**src/rtl/tofrr_unused_guard.sv**
```systemverilog
`timescale 1ns/1ps
`default_nettype none
`default_nettype wire

```
**src/rtl/tofrr_pkg.sv**
```systemverilog
`default_nettype none
package tofrr_pkg;
  // serial frame layout: first byte is a command, the rest are data bytes
  localparam int unsigned BYTE_W = 8;
  localparam int unsigned ADDR_W = 6;
  localparam int unsigned CMD_WR_BIT = 6;
  localparam int unsigned BIT_CNT_W = 3;
  localparam logic [2:0] BIT_LAST = 3'h7;

  // register offsets
  localparam logic [5:0] ADDR_OVF_LIMIT_HIGH = 6'h06;
  localparam logic [5:0] ADDR_OVF_LIMIT_LOW = 6'h07;
  localparam logic [5:0] ADDR_STOP_MASK_HIGH = 6'h08;
  localparam logic [5:0] ADDR_STOP_MASK_LOW = 6'h09;
  localparam logic [5:0] ADDR_FINE_TIME_ONE = 6'h10;
  localparam logic [5:0] ADDR_CLOCK_COUNT_ONE = 6'h11;
  localparam logic [5:0] ADDR_FINE_TIME_TWO = 6'h12;
  localparam logic [5:0] ADDR_CLOCK_COUNT_TWO = 6'h13;

  // reset values
  localparam logic [7:0] RST_OVF_LIMIT = 8'hFF;
  localparam logic [7:0] RST_STOP_MASK = 8'h00;
  localparam logic [23:0] RST_RESULT = 24'h000000;

  // result field layout
  localparam int unsigned RES_W = 24;
  localparam int unsigned FINE_W = 23;
  localparam int unsigned COUNT_W = 16;
  localparam int unsigned PARITY_BIT = 23;
  localparam int unsigned RSVD_W = 7;
  localparam logic [6:0] RSVD_VAL = 7'h00;
  localparam logic [1:0] BIDX_FIRST = 2'h0;
  localparam logic [1:0] BIDX_LAST = 2'h2;
  localparam logic [5:0] ADDR_STEP = 6'h01;
  localparam logic [1:0] BIDX_STEP = 2'h1;
  localparam logic [15:0] CNT_STEP = 16'h0001;
endpackage
`default_nettype wire

```
**src/rtl/tofrr_serial_port.sv**
```systemverilog
`timescale 1ns/1ps
`default_nettype none
// byte-level serial slave: chip select low, data sampled on clock rise,
// output changes on clock fall, most significant bit first
module tofrr_serial_port (
  input wire logic ref_clk, // system clock
  input wire logic srst, // synchronous reset, active high
  input wire logic csb_n, // chip select pin, active low
  input wire logic sclk, // serial clock pin
  input wire logic sdi, // serial data in pin
  input wire logic [7:0] tx_byte, // byte to send next, taken on rx_valid
  output logic sdo, // serial data out pin
  output logic sdo_oe, // output enable of sdo, high while driving
  output logic rx_valid, // one-cycle pulse, a byte was received
  output logic rx_first, // received byte is the first of the frame
  output logic [7:0] rx_byte // received byte
);
  typedef struct packed {
    logic [1:0] cs_sync;
    logic [1:0] ck_sync;
    logic [1:0] di_sync;
    logic ck_prev;
    logic [2:0] bit_cnt;
    logic [7:0] shin;
    logic [7:0] shout;
    logic first;
    logic valid;
    logic valid_first;
    logic [7:0] byte_q;
    logic dout;
    logic oe;
  } tofrr_sp_state_t;

  tofrr_sp_state_t st_q, st_d;
  logic ck_rise, ck_fall, cs_act;

  // pins are sampled twice before use; sclk must stay below ref_clk / 8
  always_comb begin
    st_d = st_q;
    st_d.cs_sync = {st_q.cs_sync[0], csb_n};
    st_d.ck_sync = {st_q.ck_sync[0], sclk};
    st_d.di_sync = {st_q.di_sync[0], sdi};
    st_d.ck_prev = st_q.ck_sync[1];
    st_d.valid = 1'b0;
    cs_act = ~st_q.cs_sync[1];
    ck_rise = st_q.ck_sync[1] & ~st_q.ck_prev;
    ck_fall = ~st_q.ck_sync[1] & st_q.ck_prev;
    st_d.oe = cs_act;
    if (!cs_act) begin
      st_d.bit_cnt = '0;
      st_d.first = 1'b1;
      st_d.shout = '0;
      st_d.dout = 1'b0;
    end else begin
      if (ck_rise) begin
        st_d.shin = {st_q.shin[6:0], st_q.di_sync[1]};
        st_d.bit_cnt = st_q.bit_cnt + 3'h1;
        if (st_q.bit_cnt == tofrr_pkg::BIT_LAST) begin
          st_d.valid = 1'b1;
          st_d.valid_first = st_q.first;
          st_d.byte_q = {st_q.shin[6:0], st_q.di_sync[1]};
          st_d.first = 1'b0;
        end
      end
      if (ck_fall) begin
        st_d.dout = st_q.shout[7];
        st_d.shout = {st_q.shout[6:0], 1'b0};
      end
      // the answer byte is taken as soon as the previous byte completes
      if (st_q.valid) begin
        st_d.shout = tx_byte;
      end
    end
  end

  always_ff @(posedge ref_clk) begin
    if (srst) begin
      st_q <= '0;
      st_q.cs_sync <= 2'h3;
      st_q.first <= 1'b1;
    end else begin
      st_q <= st_d;
    end
  end

  assign sdo = st_q.dout;
  assign sdo_oe = st_q.oe;
  assign rx_valid = st_q.valid;
  assign rx_first = st_q.valid_first;
  assign rx_byte = st_q.byte_q;
endmodule
`default_nettype wire

```
**src/rtl/tofrr_regs.sv**
```systemverilog
`timescale 1ns/1ps
`default_nettype none
// Operation
// - overflow limit low byte at 07h, read-write, resets to FFh
// - stop mask high byte 08h, low byte 09h, read-write, reset 00h
// - fine-time results: 23-bit value in bits 22..0, parity in bit 23
// - clock count results: 16-bit count, bits 22..16 zero, parity bit 23
// - four results at 10h..13h, read-only, reset to zero
// - overflow limit high byte at 06h, read-write, reset FFh, forms 16 bits
// - counter reaching limit flags overflow and stops measurement one cycle later
module tofrr_regs (
  input wire logic ref_clk, // 20 MHz system clock
  input wire logic srst, // synchronous reset, active high
  input wire logic csb_n, // serial chip select, active low
  input wire logic sclk, // serial clock
  input wire logic sdi, // serial data in
  output logic sdo, // serial data out
  output logic sdo_oe, // sdo output enable, high while driving
  input wire logic meas_run, // measurement running, level
  output logic meas_stop, // one-cycle pulse, stop the measurement
  output logic clock_overflow_flag, // sticky overflow flag
  input wire logic clock_overflow_clear, // clears the flag, pulse
  output logic [15:0] clock_overflow_limit, // 16-bit overflow limit
  output logic [15:0] clock_stop_mask, // 16-bit stop mask
  input wire logic load_one, // pulse, store first result pair
  input wire logic load_two, // pulse, store second result pair
  input wire logic [22:0] fine_time, // fine-time value to store
  input wire logic [15:0] clock_count // clock count value to store
);
  typedef struct packed {
    logic [7:0] lim_hi;
    logic [7:0] lim_lo;
    logic [7:0] mask_hi;
    logic [7:0] mask_lo;
    logic [23:0] ft1;
    logic [23:0] cc1;
    logic [23:0] ft2;
    logic [23:0] cc2;
    logic [5:0] addr;
    logic wr;
    logic [1:0] bidx;
    logic [15:0] cnt;
    logic hit;
    logic stop;
    logic flag;
  } tofrr_state_t;

  tofrr_state_t st_q, st_d;
  logic rx_valid, rx_first;
  logic [7:0] rx_byte, tx_byte;
  logic [15:0] limit;

  tofrr_serial_port u_port (
    .ref_clk(ref_clk),
    .srst(srst),
    .csb_n(csb_n),
    .sclk(sclk),
    .sdi(sdi),
    .tx_byte(tx_byte),
    .sdo(sdo),
    .sdo_oe(sdo_oe),
    .rx_valid(rx_valid),
    .rx_first(rx_first),
    .rx_byte(rx_byte)
  );

  function automatic logic [23:0] mk_fine(input logic [22:0] v);
    mk_fine = {^v, v};
  endfunction

  function automatic logic [23:0] mk_count(input logic [15:0] v);
    mk_count = {^v, tofrr_pkg::RSVD_VAL, v};
  endfunction

  function automatic logic is_wide(input logic [5:0] a);
    is_wide = (a >= tofrr_pkg::ADDR_FINE_TIME_ONE) &&
              (a <= tofrr_pkg::ADDR_CLOCK_COUNT_TWO);
  endfunction

  // read value; unmapped offsets read as zero
  function automatic logic [23:0] read_reg(input tofrr_state_t s,
                                           input logic [5:0] a);
    read_reg = '0;
    unique case (a)
      tofrr_pkg::ADDR_OVF_LIMIT_HIGH: read_reg = {16'h0000, s.lim_hi};
      tofrr_pkg::ADDR_OVF_LIMIT_LOW: read_reg = {16'h0000, s.lim_lo};
      tofrr_pkg::ADDR_STOP_MASK_HIGH: read_reg = {16'h0000, s.mask_hi};
      tofrr_pkg::ADDR_STOP_MASK_LOW: read_reg = {16'h0000, s.mask_lo};
      tofrr_pkg::ADDR_FINE_TIME_ONE: read_reg = s.ft1;
      tofrr_pkg::ADDR_CLOCK_COUNT_ONE: read_reg = s.cc1;
      tofrr_pkg::ADDR_FINE_TIME_TWO: read_reg = s.ft2;
      tofrr_pkg::ADDR_CLOCK_COUNT_TWO: read_reg = s.cc2;
      default: read_reg = '0;
    endcase
  endfunction

  assign limit = {st_q.lim_hi, st_q.lim_lo};

  // frame decode, register writes, result loads and overflow watch
  always_comb begin
    logic [23:0] rv;
    rv = '0;
    st_d = st_q;
    st_d.stop = 1'b0;
    if (rx_valid) begin
      if (rx_first) begin
        st_d.addr = rx_byte[tofrr_pkg::ADDR_W-1:0];
        st_d.wr = rx_byte[tofrr_pkg::CMD_WR_BIT];
        st_d.bidx = tofrr_pkg::BIDX_FIRST;
      end else begin
        // writes to result offsets fall through: they are read-only
        if (st_q.wr) begin
          unique case (st_q.addr)
            tofrr_pkg::ADDR_OVF_LIMIT_HIGH: st_d.lim_hi = rx_byte;
            tofrr_pkg::ADDR_OVF_LIMIT_LOW: st_d.lim_lo = rx_byte;
            tofrr_pkg::ADDR_STOP_MASK_HIGH: st_d.mask_hi = rx_byte;
            tofrr_pkg::ADDR_STOP_MASK_LOW: st_d.mask_lo = rx_byte;
            default: st_d.wr = st_q.wr;
          endcase
        end
        // wide registers send three bytes, then the address steps on
        if (is_wide(st_q.addr) && st_q.bidx != tofrr_pkg::BIDX_LAST) begin
          st_d.bidx = st_q.bidx + tofrr_pkg::BIDX_STEP;
        end else begin
          st_d.bidx = tofrr_pkg::BIDX_FIRST;
          st_d.addr = st_q.addr + tofrr_pkg::ADDR_STEP;
        end
      end
    end
    // result pairs are stored with their parity at load time
    if (load_one) begin
      st_d.ft1 = mk_fine(fine_time);
      st_d.cc1 = mk_count(clock_count);
    end
    if (load_two) begin
      st_d.ft2 = mk_fine(fine_time);
      st_d.cc2 = mk_count(clock_count);
    end
    // reference-clock counter runs only while a measurement runs
    if (!meas_run) begin
      st_d.cnt = '0;
      st_d.hit = 1'b0;
    end else if (!st_q.hit) begin
      if (st_q.cnt == limit) begin
        st_d.hit = 1'b1;
        st_d.stop = 1'b1;
      end else begin
        st_d.cnt = st_q.cnt + tofrr_pkg::CNT_STEP;
      end
    end
    // a new overflow in the clear cycle wins over the clear
    st_d.flag = st_d.stop | (st_q.flag & ~clock_overflow_clear);
    // next byte out is picked from the address after this step
    rv = read_reg(st_q, st_d.addr);
    tx_byte = rv[7:0];
    if (is_wide(st_d.addr)) begin
      unique case (st_d.bidx)
        tofrr_pkg::BIDX_FIRST: tx_byte = rv[23:16];
        tofrr_pkg::BIDX_STEP: tx_byte = rv[15:8];
        default: tx_byte = rv[7:0];
      endcase
    end
  end

  always_ff @(posedge ref_clk) begin
    if (srst) begin
      st_q <= '0;
      st_q.lim_hi <= tofrr_pkg::RST_OVF_LIMIT;
      st_q.lim_lo <= tofrr_pkg::RST_OVF_LIMIT;
      st_q.mask_hi <= tofrr_pkg::RST_STOP_MASK;
      st_q.mask_lo <= tofrr_pkg::RST_STOP_MASK;
      st_q.ft1 <= tofrr_pkg::RST_RESULT;
      st_q.cc1 <= tofrr_pkg::RST_RESULT;
      st_q.ft2 <= tofrr_pkg::RST_RESULT;
      st_q.cc2 <= tofrr_pkg::RST_RESULT;
    end else begin
      st_q <= st_d;
    end
  end

  assign meas_stop = st_q.stop;
  assign clock_overflow_flag = st_q.flag;
  assign clock_overflow_limit = limit;
  assign clock_stop_mask = {st_q.mask_hi, st_q.mask_lo};

  // checks
  logic data_wr;
  assign data_wr = rx_valid & ~rx_first & st_q.wr;
endmodule
`default_nettype wire

```
**config.mk**
```make
export PLATFORM = sky130hd
export DESIGN_NAME = tofrr_regs
export DESIGN_NICKNAME = d
export VERILOG_FILES = /design/src/rtl/tofrr_unused_guard.sv /design/src/rtl/tofrr_pkg.sv /design/src/rtl/tofrr_serial_port.sv /design/src/rtl/tofrr_regs.sv
export SDC_FILE = /design/constraint.sdc
export NUM_CORES = 1
export LEC_CHECK = 0
export BUFFER_PORTS_ARGS = -buffer_cell sky130_fd_sc_hd__buf_2
export CAP_MARGIN = 0
export CORE_AREA = 2 2 86 170
export DETAILED_ROUTE_END_ITERATION = 10
export DIE_AREA = 0 0 88 172
export GPL_TIMING_DRIVEN = 0
export MAX_ROUTING_LAYER = met4
export PLACE_DENSITY = 0.84
export SYNTH_ARGS = -nofsm -noshare
export SYNTH_HDL_FRONTEND = slang
export SYNTH_SLANG_ARGS = --single-unit
```
**constraint.sdc**
```tcl
create_clock -name ref_clk -period 7.87 [get_ports ref_clk]
set_input_delay 1.1805 -clock ref_clk [delete_from_list [all_inputs] [get_ports ref_clk]]
set_output_delay 1.1805 -clock ref_clk [all_outputs]
set_load 0.03 [all_outputs]
```
* Word level (Yosys, flattened, before mapping)
Index checks and enable logic that the tools add are counted.
** Cells by class
- Add/subtract/negate cells :: 4
- Multipliers :: 0
- Div/mod/pow operators :: 0
- Order comparisons :: 4
- Equal/unequal tests :: 16
- Shifts and indexed selects :: 0
- Muxes and demuxes :: 14
- Bitwise logic cells :: 13
- Reduce and logical (&&, ||, !) cells :: 18
** Operators with widths (number)
- $pmux 24 s8 :: 1
- $eq 6x3->1 const B :: 4
- $eq 6x4->1 const B :: 4
- $eq 6x5->1 const B :: 4
- $mux 8 :: 3
- $reduce_xor 23->1 :: 1
- $mux 9 :: 2
- $add 16x1->16 const B :: 1
- $eq 16x16->1 :: 1
- $pmux 8 s2 :: 1
- $reduce_and 4->1 :: 4
- $reduce_xor 16->1 :: 1
- $ge 6x5->1 const B :: 2
- $le 6x5->1 const B :: 2
- $mux 10 :: 1
- $not 1->1 :: 9
- $add 6x1->6 const B :: 1
- $mux 2 :: 3
- $mux 6 :: 1
- $reduce_and 2->1 :: 3
- $reduce_or 2->1 :: 2
- $add 3x1->3 const B :: 1
- $and 1x1->1 :: 3
- $eq 3x3->1 const B :: 1
- other kinds (10) :: 13
** Word-level totals
- Bits in registers :: 180
- Bits in latches :: 0
- Bits in writable memories :: 0
- ROM bits :: 0
- Bits of input ports :: 48
- Output and inout port bits :: 36
- Logic and storage cells :: 97
- Memories kept :: 0

* Logic depth before layout (Yosys ltp)
Gate-level depths: netlist (run 1).
- Depth after elaboration :: 11
- Mapped depth :: 12
- Depth with buffers taken out :: 8

* Cells and area by module
A second synthesis (run 1) with hierarchy kept.
** Second synthesis, totals
- Cell total of the unflattened synthesis :: 933
- Area total of the unflattened synthesis :: 8690.8 sq um
** Modules (own cells, without submodules)
- tofrr_regs :: times used 1, cells an instance 777, area each 7264.5 sq um, seq. area each 2842.7 sq um
- tofrr_serial_port :: times used 1, cells an instance 156, area each 1426.4 sq um, seq. area each 760.7 sq um

* Worst setup path before layout (run 1)
No wires, ideal clock.
- Kind :: reg-to-reg
- From :: register st_q[22] (netlist name)
- To :: register u_port.st_q[19] (netlist name)
- Setup time :: 130 ps
- Arrival :: 2784 ps
- Required time :: 7740 ps
- Slack :: 4956 ps
- Stages on the path, launching flop included :: 12
- Path buffers :: 3
- Period minus slack after synthesis :: 2914 ps
- Cells stage by stage :: dfxtp_1 -> ha_1 -> clkbuf_1 -> nor2b_1 -> or3_1 -> buf_4 -> o311ai_4 -> buf_6 -> mux2i_1 -> a22oi_1 -> a221oi_1 -> o211ai_1
** On the way
- Longest elaborated chain between the ends :: 11
- Elaborated cells on any way between the ends :: 26
** RTL lines
- from (decl) :: RTL line tofrr_regs.sv:48 : tofrr_state_t st_q, st_d;
- from (signal assigned) :: RTL line tofrr_regs.sv:177 : st_q <= st_d;
- $ge 6x5->1 or $le 6x5->1 (tied branches) :: RTL line tofrr_regs.sv:76, tofrr_regs.sv:77
- $logic_and 1x1->1 :: RTL line tofrr_regs.sv:76 : is_wide = (a >= tofrr_pkg::ADDR_FINE_TIME_ONE) &&
- $logic_and 1x1->1 :: RTL line tofrr_regs.sv:122 : if (is_wide(st_q.addr) && st_q.bidx != tofrr_pkg::BIDX_LAST) begin
- $mux 6 :: RTL line tofrr_regs.sv:122
- $mux 9 :: RTL line tofrr_regs.sv:106 : if (rx_first) begin
- $mux 9 (*) :: RTL line tofrr_regs.sv:105 : if (rx_valid) begin
- $eq 6x5->1 (tied with other cells) :: RTL line tofrr_regs.sv:84 : unique case (a)
- $pmux 24 s8 :: RTL line tofrr_regs.sv:84
- $pmux 8 s2 :: RTL line tofrr_regs.sv:157 : unique case (st_d.bidx)
- $mux 8 (*) :: RTL line tofrr_regs.sv:156 : if (is_wide(st_d.addr)) begin
- $mux 8 (*) :: RTL line tofrr_serial_port.sv:70 : if (st_q.valid) begin
- to (signal assigned) :: RTL line tofrr_serial_port.sv:82 : st_q <= st_d;
- to (decl) :: RTL line tofrr_serial_port.sv:34 : tofrr_sp_state_t st_q, st_d;
Every way passes the cells marked *; elsewhere a longest branch is shown, timed or not.
A chain may end at the register's enable or synchronous reset.

* Final worst setup path (run 1)
- From :: register st_q[22] (netlist name)
- To :: register u_port.st_q[17] (netlist name)
The elaborated chain is that of the path after synthesis.

==> metrics, run 1 <==
Hold Path Class=reg2reg; CP arrival=between 4 and 5 ns; CTS root buffer=clkbuf_16; CP cell instances=ha_1, clkbuf_1, nor2b_1, o311ai_0, o311a_4, clkbuf_1, clkbuf_1, a22oi_1, a32oi_1, o22ai_1; via count=7,540; insertion delay to the later sink of the worst-skew pair=around 0.44 ns; sequential area share after synthesis=41.5%; CTS buffer count=17; Netlist cell types=64; worst-margin pin slew=1.25 ns; WP data required=8.15 ns; reg2reg setup slack=around 3.3 ns; M3 GR Usage=under 10%; crit share post-route=58.0%; share of layout cells above drive strength 1=16.1%; first-pass GRT wire length=38,200 um; dpl ws=3.66 ns; pin count of the biggest net entering global routing=20; Critical-path top delay cell=a32oi_1; die area=15,100 um^2; initial antenna violation count=0; crit path kind=reg2reg; DRC=0; Fin. Hold Viols=0; Crit path depth=10; Tot GR Track Use=34.4%; IO buf count=81; vias per cell=5.91; routability cong.=0.963; top_reg_cell synth=dfxtp_1; Leakage=around 4.2 nW; CORE AREA=13,800 um^2; met1 usage=30.7%; Slew HR=about 16%; critical path startpoint category=flop; Post-synth ARST share=0%; Worst path most repeated cell=clkbuf_1; setup repair bufs after CTS=0; Setup Viol. Count Final=0; Mapped Avg Cell Area=approximately 8.9 um^2; vias in the first global route=7,555; reg2reg path depth=10; final worst setup slack=approximately 3.3 ns; DPL Wire Length=18,800 um; hold-fix buffers at CTS=0; Die H=172 um; CP peak stage delay=around 0.6 ns; Detail Route Antenna Nets=0; total congestion overflow=0; Slew Limit Fails=0; clock sink count=180; Detailed Route WL=24,600 um; reg-to-reg endpoint=u_port.st_q[17]; CP startpoint=st_q[22]; WHS=0.417 ns; Mapped Area=8680 um^2; n_diodes=0; worst IR drop on VDD=0.143 mV; drt pass-1 iters=6; Initial Util=between 60% and 70%; CTS resizes=0; RSZ-0062 raised after global routing=false; reg2reg start=st_q[22]; grt met2 use=61.1%; Synth Warn #=0; syn_nets=1,030; critical path endpoint=u_port.st_q[17]; total power per unit cell area=~200 nW/um^2; Initial DRC Count=524; most crowded layer after global routing=met2; Power Total=2.03 mW; # rows=61; clk slew on worst S/H paths=0.07 ns; die extent in x=88 um; crit end category=flop; htree depth=4; io pins=84; CP Buf/Inv Count=3; Clock Tree Buf Depth=2; nets=roughly 1,100; Area Growth Syn to Fin=14.4%; minimum clock period after layout=4.57 ns; drt wl/cell=19.3 um; synthesized flop and latch total=180; clk_skew=0.00965 ns; CTS tree=done; Max Freq=219 MHz; max-capacitance violation count=0; Worst path top cell family by delay=compound AO/OA/AOI/OAI gates; Critical Path Fanout Max=10; status=completed; Synth Instances=973; final setup TNS=0 ns; EDFF count, synth=0
## per-stage QoR
step	instances	util [%]	cell area (um^2)
finish	1275	71.9	9930
global route	1275	71.9	9930
CTS	1275	71.9	9930
detailed placement	1243	67.5	9320
global placement	1243	67.5	9320
floorplan	973	-	8680
## placed cells by master (no fill, tap or decap), types with 3 or more instances in the layout
| cell | count |
|---|---|
| nand2_1 | 118 |
| clkbuf_1 | 32 |
| mux2i_1 | 119 |
| a22oi_1 | 8 |
| inv_6 | 5 |
| clkbuf_16 | 17 |
| buf_2 | 88 |
| nand3_1 | 35 |
| nor2b_1 | 14 |
| or2_2 | 3 |
| nor2_1 | 147 |
| o211ai_1 | 4 |
| o2bb2ai_1 | 4 |
| nand3b_1 | 16 |
| a221oi_1 | 7 |
| o311a_1 | 3 |
| buf_1 | 12 |
| nand2b_1 | 6 |
| dfxtp_1 | 180 |
| a221o_1 | 4 |
| nor3b_1 | 3 |
| a32oi_1 | 6 |
| ha_1 | 9 |
| nor3_1 | 8 |
| inv_1 | 12 |
| and2_1 | 5 |
| buf_4 | 33 |
| o22ai_1 | 4 |
| a31oi_1 | 4 |
| inv_8 | 6 |
| mux2_2 | 8 |
| nor4_1 | 5 |
| o21ai_0 | 3 |
| or3_1 | 3 |
| xor2_1 | 23 |
| a21oi_1 | 40 |
| xnor2_1 | 46 |
| a41oi_1 | 3 |
| nand4_1 | 5 |
## worst min-delay path by stage
| stage | startpoint | endpoint | slack (ns) | cells past startpoint |
|---|---|---|---|---|
| 2_1_floorplan | u_port.st_d[38] | u_port.st_q[38] | 0.39 | 1 |
| 3_3_place_gp | u_port.st_d[38] | u_port.st_q[38] | 0.40 | 1 |
| 3_5_place_dp | u_port.st_d[38] | u_port.st_q[38] | 0.41 | 1 |
| 4_1_cts | u_port.st_d[38] | u_port.st_q[38] | 0.42 | 1 |
| 5_1_grt | u_port.st_d[38] | u_port.st_q[38] | 0.45 | 1 |
| 6_report | u_port.st_d[38] | u_port.st_q[38] | 0.42 | 1 |
## metal layers
layer  vias to the layer above  part of all wire (%)
met5                         -                     0
met4                         0                   9.1
met3                       145                   5.7
met2                       345                    53
met1                      3537                    33
li1                       3513                     -
## cells by family (layout without fill, tap and decap cells)
logic type      Yosys count  in the layout  share of synthesized area (%)
buf+inv                  97            210                           5.81
compound gates          112            112                           9.83
flops                   180            180                           41.5
mux                     128            128                           14.9
xor+xnor                 69             69                           6.96
fa+ha+maj                 9              9                           1.30
simple gates            378            378                           19.7
## synth_stat cells, types with 5 or more instances
master / instances / share of area, %
a21oi_1: 40 / 2.3
a221oi_1: 7 / 0.71
a22oi_1: 8 / 0.69
a32oi_1: 6 / 0.61
and2_1: 5 / 0.36
buf_1: 12 / 0.52
buf_2: 7 / 0.40
buf_4: 33 / 2.9
clkbuf_1: 32 / 1.4
dfxtp_1: 180 / 42
ha_1: 9 / 1.3
inv_1: 12 / 0.52
mux2_2: 8 / 1.0
mux2i_1: 119 / 14
nand2_1: 118 / 5.1
nand2b_1: 6 / 0.43
nand3_1: 35 / 2.0
nand3b_1: 16 / 1.4
nand4_1: 5 / 0.36
nor2_1: 147 / 6.4
nor2b_1: 14 / 1.0
nor3_1: 8 / 0.46
nor4_1: 5 / 0.36
xnor2_1: 46 / 4.6
xor2_1: 23 / 2.3
## power by group
group	leakage (nW)	switching (mW)	internal, mW
sequential	1.47	0.0213	0.944
combinational	2.41	0.110	0.0862
clock	0.300	0.407	0.459
total	4.18	0.539	1.49
## flip-flops by register name, indices dropped and copies added (netlist names), 4 cells and up, named ones only
signal / flops
st_q: 107
u_port.st_d: 4
u_port.rx_byte: 8
clock_stop_mask: 16
clock_overflow_limit: 16
u_port.st_q: 22
## area by class of cell
cell class	instances	area, um^2
plain buffers	85	459
clock buffers	17	425
clock inverters	15	179
fillers	1114	3890
inverters	12	45.0
multi-input cells	696	4570
flip-flops and latches	180	3600
well taps	189	236
repair buffers	81	405
Note: power is estimated with default switching activity, not from simulation.
==> run 2: changes to the inputs <==
--- a/config.mk
+++ b/config.mk
@@ -7,12 +7,12 @@
 export LEC_CHECK = 0
 export BUFFER_PORTS_ARGS = -buffer_cell sky130_fd_sc_hd__buf_2
 export CAP_MARGIN = 0
-export CORE_AREA = 2 2 86 170
+export CORE_AREA = 2 2 93 185
 export DETAILED_ROUTE_END_ITERATION = 10
-export DIE_AREA = 0 0 88 172
+export DIE_AREA = 0 0 95 187
 export GPL_TIMING_DRIVEN = 0
 export MAX_ROUTING_LAYER = met4
-export PLACE_DENSITY = 0.84
+export PLACE_DENSITY = 0.75
 export SYNTH_ARGS = -nofsm -noshare
 export SYNTH_HDL_FRONTEND = slang
 export SYNTH_SLANG_ARGS = --single-unit
==> constraint.sdc (replaced) <==
create_clock -name ref_clk -period 3.81 [get_ports ref_clk]
set_input_delay 0.5715 -clock ref_clk [delete_from_list [all_inputs] [get_ports ref_clk]]
set_output_delay 0.5715 -clock ref_clk [all_outputs]
set_load 0.03 [all_outputs]
==> metrics, run 2 (same netlist as run 1, synthesis figures left out) <==
status=completed; max-capacitance violation count=0 (unchanged); Area Growth Syn to Fin=14.1%; Setup Viol. Count Final=0 (unchanged); final worst setup slack=0.189 ns (-3.12 ns); crit end category=flop; Critical Path Fanout Max=10 (unchanged); die extent in x=95 um (+8.0%); WHS Path Cells=2 (+1); minimum clock period after layout=3.62 ns (-0.944 ns); DPL Wire Length=17,900 um (-5.1%); via count=7,332 (-2.8%); n_diodes=0 (unchanged); initial antenna violation count=0 (unchanged); Leakage=4.15 nW (-0.83%); pin count of the biggest net entering global routing=20 (unchanged); Slew HR=16.4% (+0.73 points); Slew Limit Fails=0 (unchanged); Die H=187 um (+8.7%); CTS buffer count=17 (unchanged); Max Freq=276 MHz (+26%); RSZ-0062 raised after global routing=false; Detailed Route WL=24,100 um (-1.9%); Critical-path top delay cell=dfxtp_1; worst-margin pin slew=1.24 ns (-0.0108 ns); nets=1,128 (-0.18%); die area=17,800 um^2 (+17%); fill count=1,454 (+31%); CTS root buffer=clkbuf_16; worst IR drop on VDD=0.282 mV (+97%); reg2reg path depth=11 (+1); crit path kind=reg2reg; DRC=0 (unchanged); Tot GR Track Use=28.6% (-5.8 points); io pins=84 (unchanged); drt pass-1 iters=5 (-1); clock sink count=180 (unchanged); WP data required=4.17 ns (-3.98 ns); htree depth=4 (unchanged); vias per cell=5.69 (-3.8%); first-pass GRT wire length=37,700 um (-1.4%); CORE AREA=16,500 um^2 (+20%); Hold Path Class=in2reg; # rows=67 (+9.8%); CTS tree=done; vias in the first global route=7,050 (-6.7%); Top reg by flops=st_q; CP peak stage delay=0.58 ns (-0.03 ns); Initial DRC Count=495 (-5.5%); routability cong.=0.992 (+3.0%); insertion delay to the later sink of the worst-skew pair=0.43 ns (about the same); total power per unit cell area=415 nW/um^2 (+100%); clk slew on worst S/H paths=0.07 ns (about the same); share of layout cells above drive strength 1=16.1% (-0.033 points); CP arrival=3.98 ns (-0.86 ns); number of flip-flops in the largest register=107 (unchanged); Fin. Hold Viols=0 (unchanged); total congestion overflow=0 (unchanged); commonest non-fill, non-tap cell in the layout=dfxtp_1; most frequent cells in the layout=dfxtp_1 (180), nor2_1 (147), mux2i_1 (119), nand2_1 (118), buf_2 (88); critical path startpoint category=flop; hold-fix buffers at CTS=0 (unchanged); WHS=0.339 ns (-0.0783 ns); Detail Route Antenna Nets=0 (unchanged); CP cell instances=ha_2, nor2b_1, or3_1, buf_4, o311ai_4, buf_6, buf_2, nand2_1, a22oi_1, a32oi_1, o22ai_1; dpl ws=-0.250 ns (-3.91 ns); IO buf count=81 (unchanged); Clock Tree Buf Depth=2 (unchanged); drt wl/cell=18.7 um (-2.9%); crit share post-route=95.0% (+37 points); top flop regs=st_q: 107 flops, u_port.st_q: 22 flops; clk_skew=0.00961 ns (-0.0000381 ns); Initial Util=52.6% (-10 points)
==> run 2: cell types whose count changed in the layout (fill, tap and decap cells not counted), sizes merged <==
cell      before  now
buf          134  133
bufinv         1    2
clkinv         3    4
clkinvlp       0    3
inv           23   15
==> run 2: area by class of cell <==
cell class / instances / area (um^2) / area share (%)
inverters: 12 / 45.0 / 0.455
well taps: 207 / 259 / 2.62
multi-input cells: 696 / 4580 / 46.2
repair buffers: 81 / 405 / 4.09
clock inverters: 12 / 133 / 1.34
plain buffers: 83 / 453 / 4.57
clock buffers: 18 / 429 / 4.33
flip-flops and latches: 180 / 3600 / 36.4
==> run 2: final timing paths <==
kind	start	end	slack (ns)
setup / recovery	st_q[22]	u_port.st_q[17]	0.19
hold / removal	csb_n	u_port.st_d[38]	0.34
setup reg to reg	st_q[22]	u_port.st_q[17]	0.19
hold reg to reg	u_port.st_d[38]	u_port.st_q[38]	0.41
==> run 2: worst max-delay path, delay by kind of cell (launching register included) <==
family / cells / cell delay, ns
AND/OR/NAND/NOR: 3 / 0.59
buffers and inverters: 3 / 0.77
adder cells (fa/ha/maj): 1 / 0.43
AO/OA/AOI/OAI: 4 / 1.16
flip-flops: 1 / 0.58
==> run 2: metrics by stage <==
stage                     power [mW]  TNS, ns  area (um^2)  std cells  utilization [%]
after floorplan                 2.30        0         8680        973                -
after global placement          2.42   -0.662         9350       1261             56.6
after detailed placement        2.43   -0.854         9350       1261             56.6
after CTS                       4.13        0         9900       1289             60.0
after global routing            4.25        0         9900       1289             60.0
final                           4.11        0         9900       1289             60.0
==> run 2: power breakdown <==
part / switching (mW) / internal (mW) / total, mW
registers: 0.0412 / 1.95 / 1.99
clock network: 0.756 / 0.961 / 1.72
logic: 0.224 / 0.178 / 0.402
==> run 2: layer usage <==
| metal | share of wire [%] | GRT usage [%] | routed length [um] | vias up |
|---|---|---|---|---|
| met4 | 4.2 | 13.8 | 1020 | 0 |
| met2 | 49 | 45.1 | 11700 | 277 |
| li1 | - | - | - | 3505 |
| met3 | 5.6 | 4.27 | 1350 | 64 |
| met5 | 0 | - | 0 | - |
| met1 | 42 | 35.5 | 10100 | 3486 |
==> run 2: what timing repair did <==
item	4_1_cts	5_1_grt
setup buffers	0	0
endpoints found under the setup margin	6	6
gates resized for setup	1	1
pin swaps	0	0
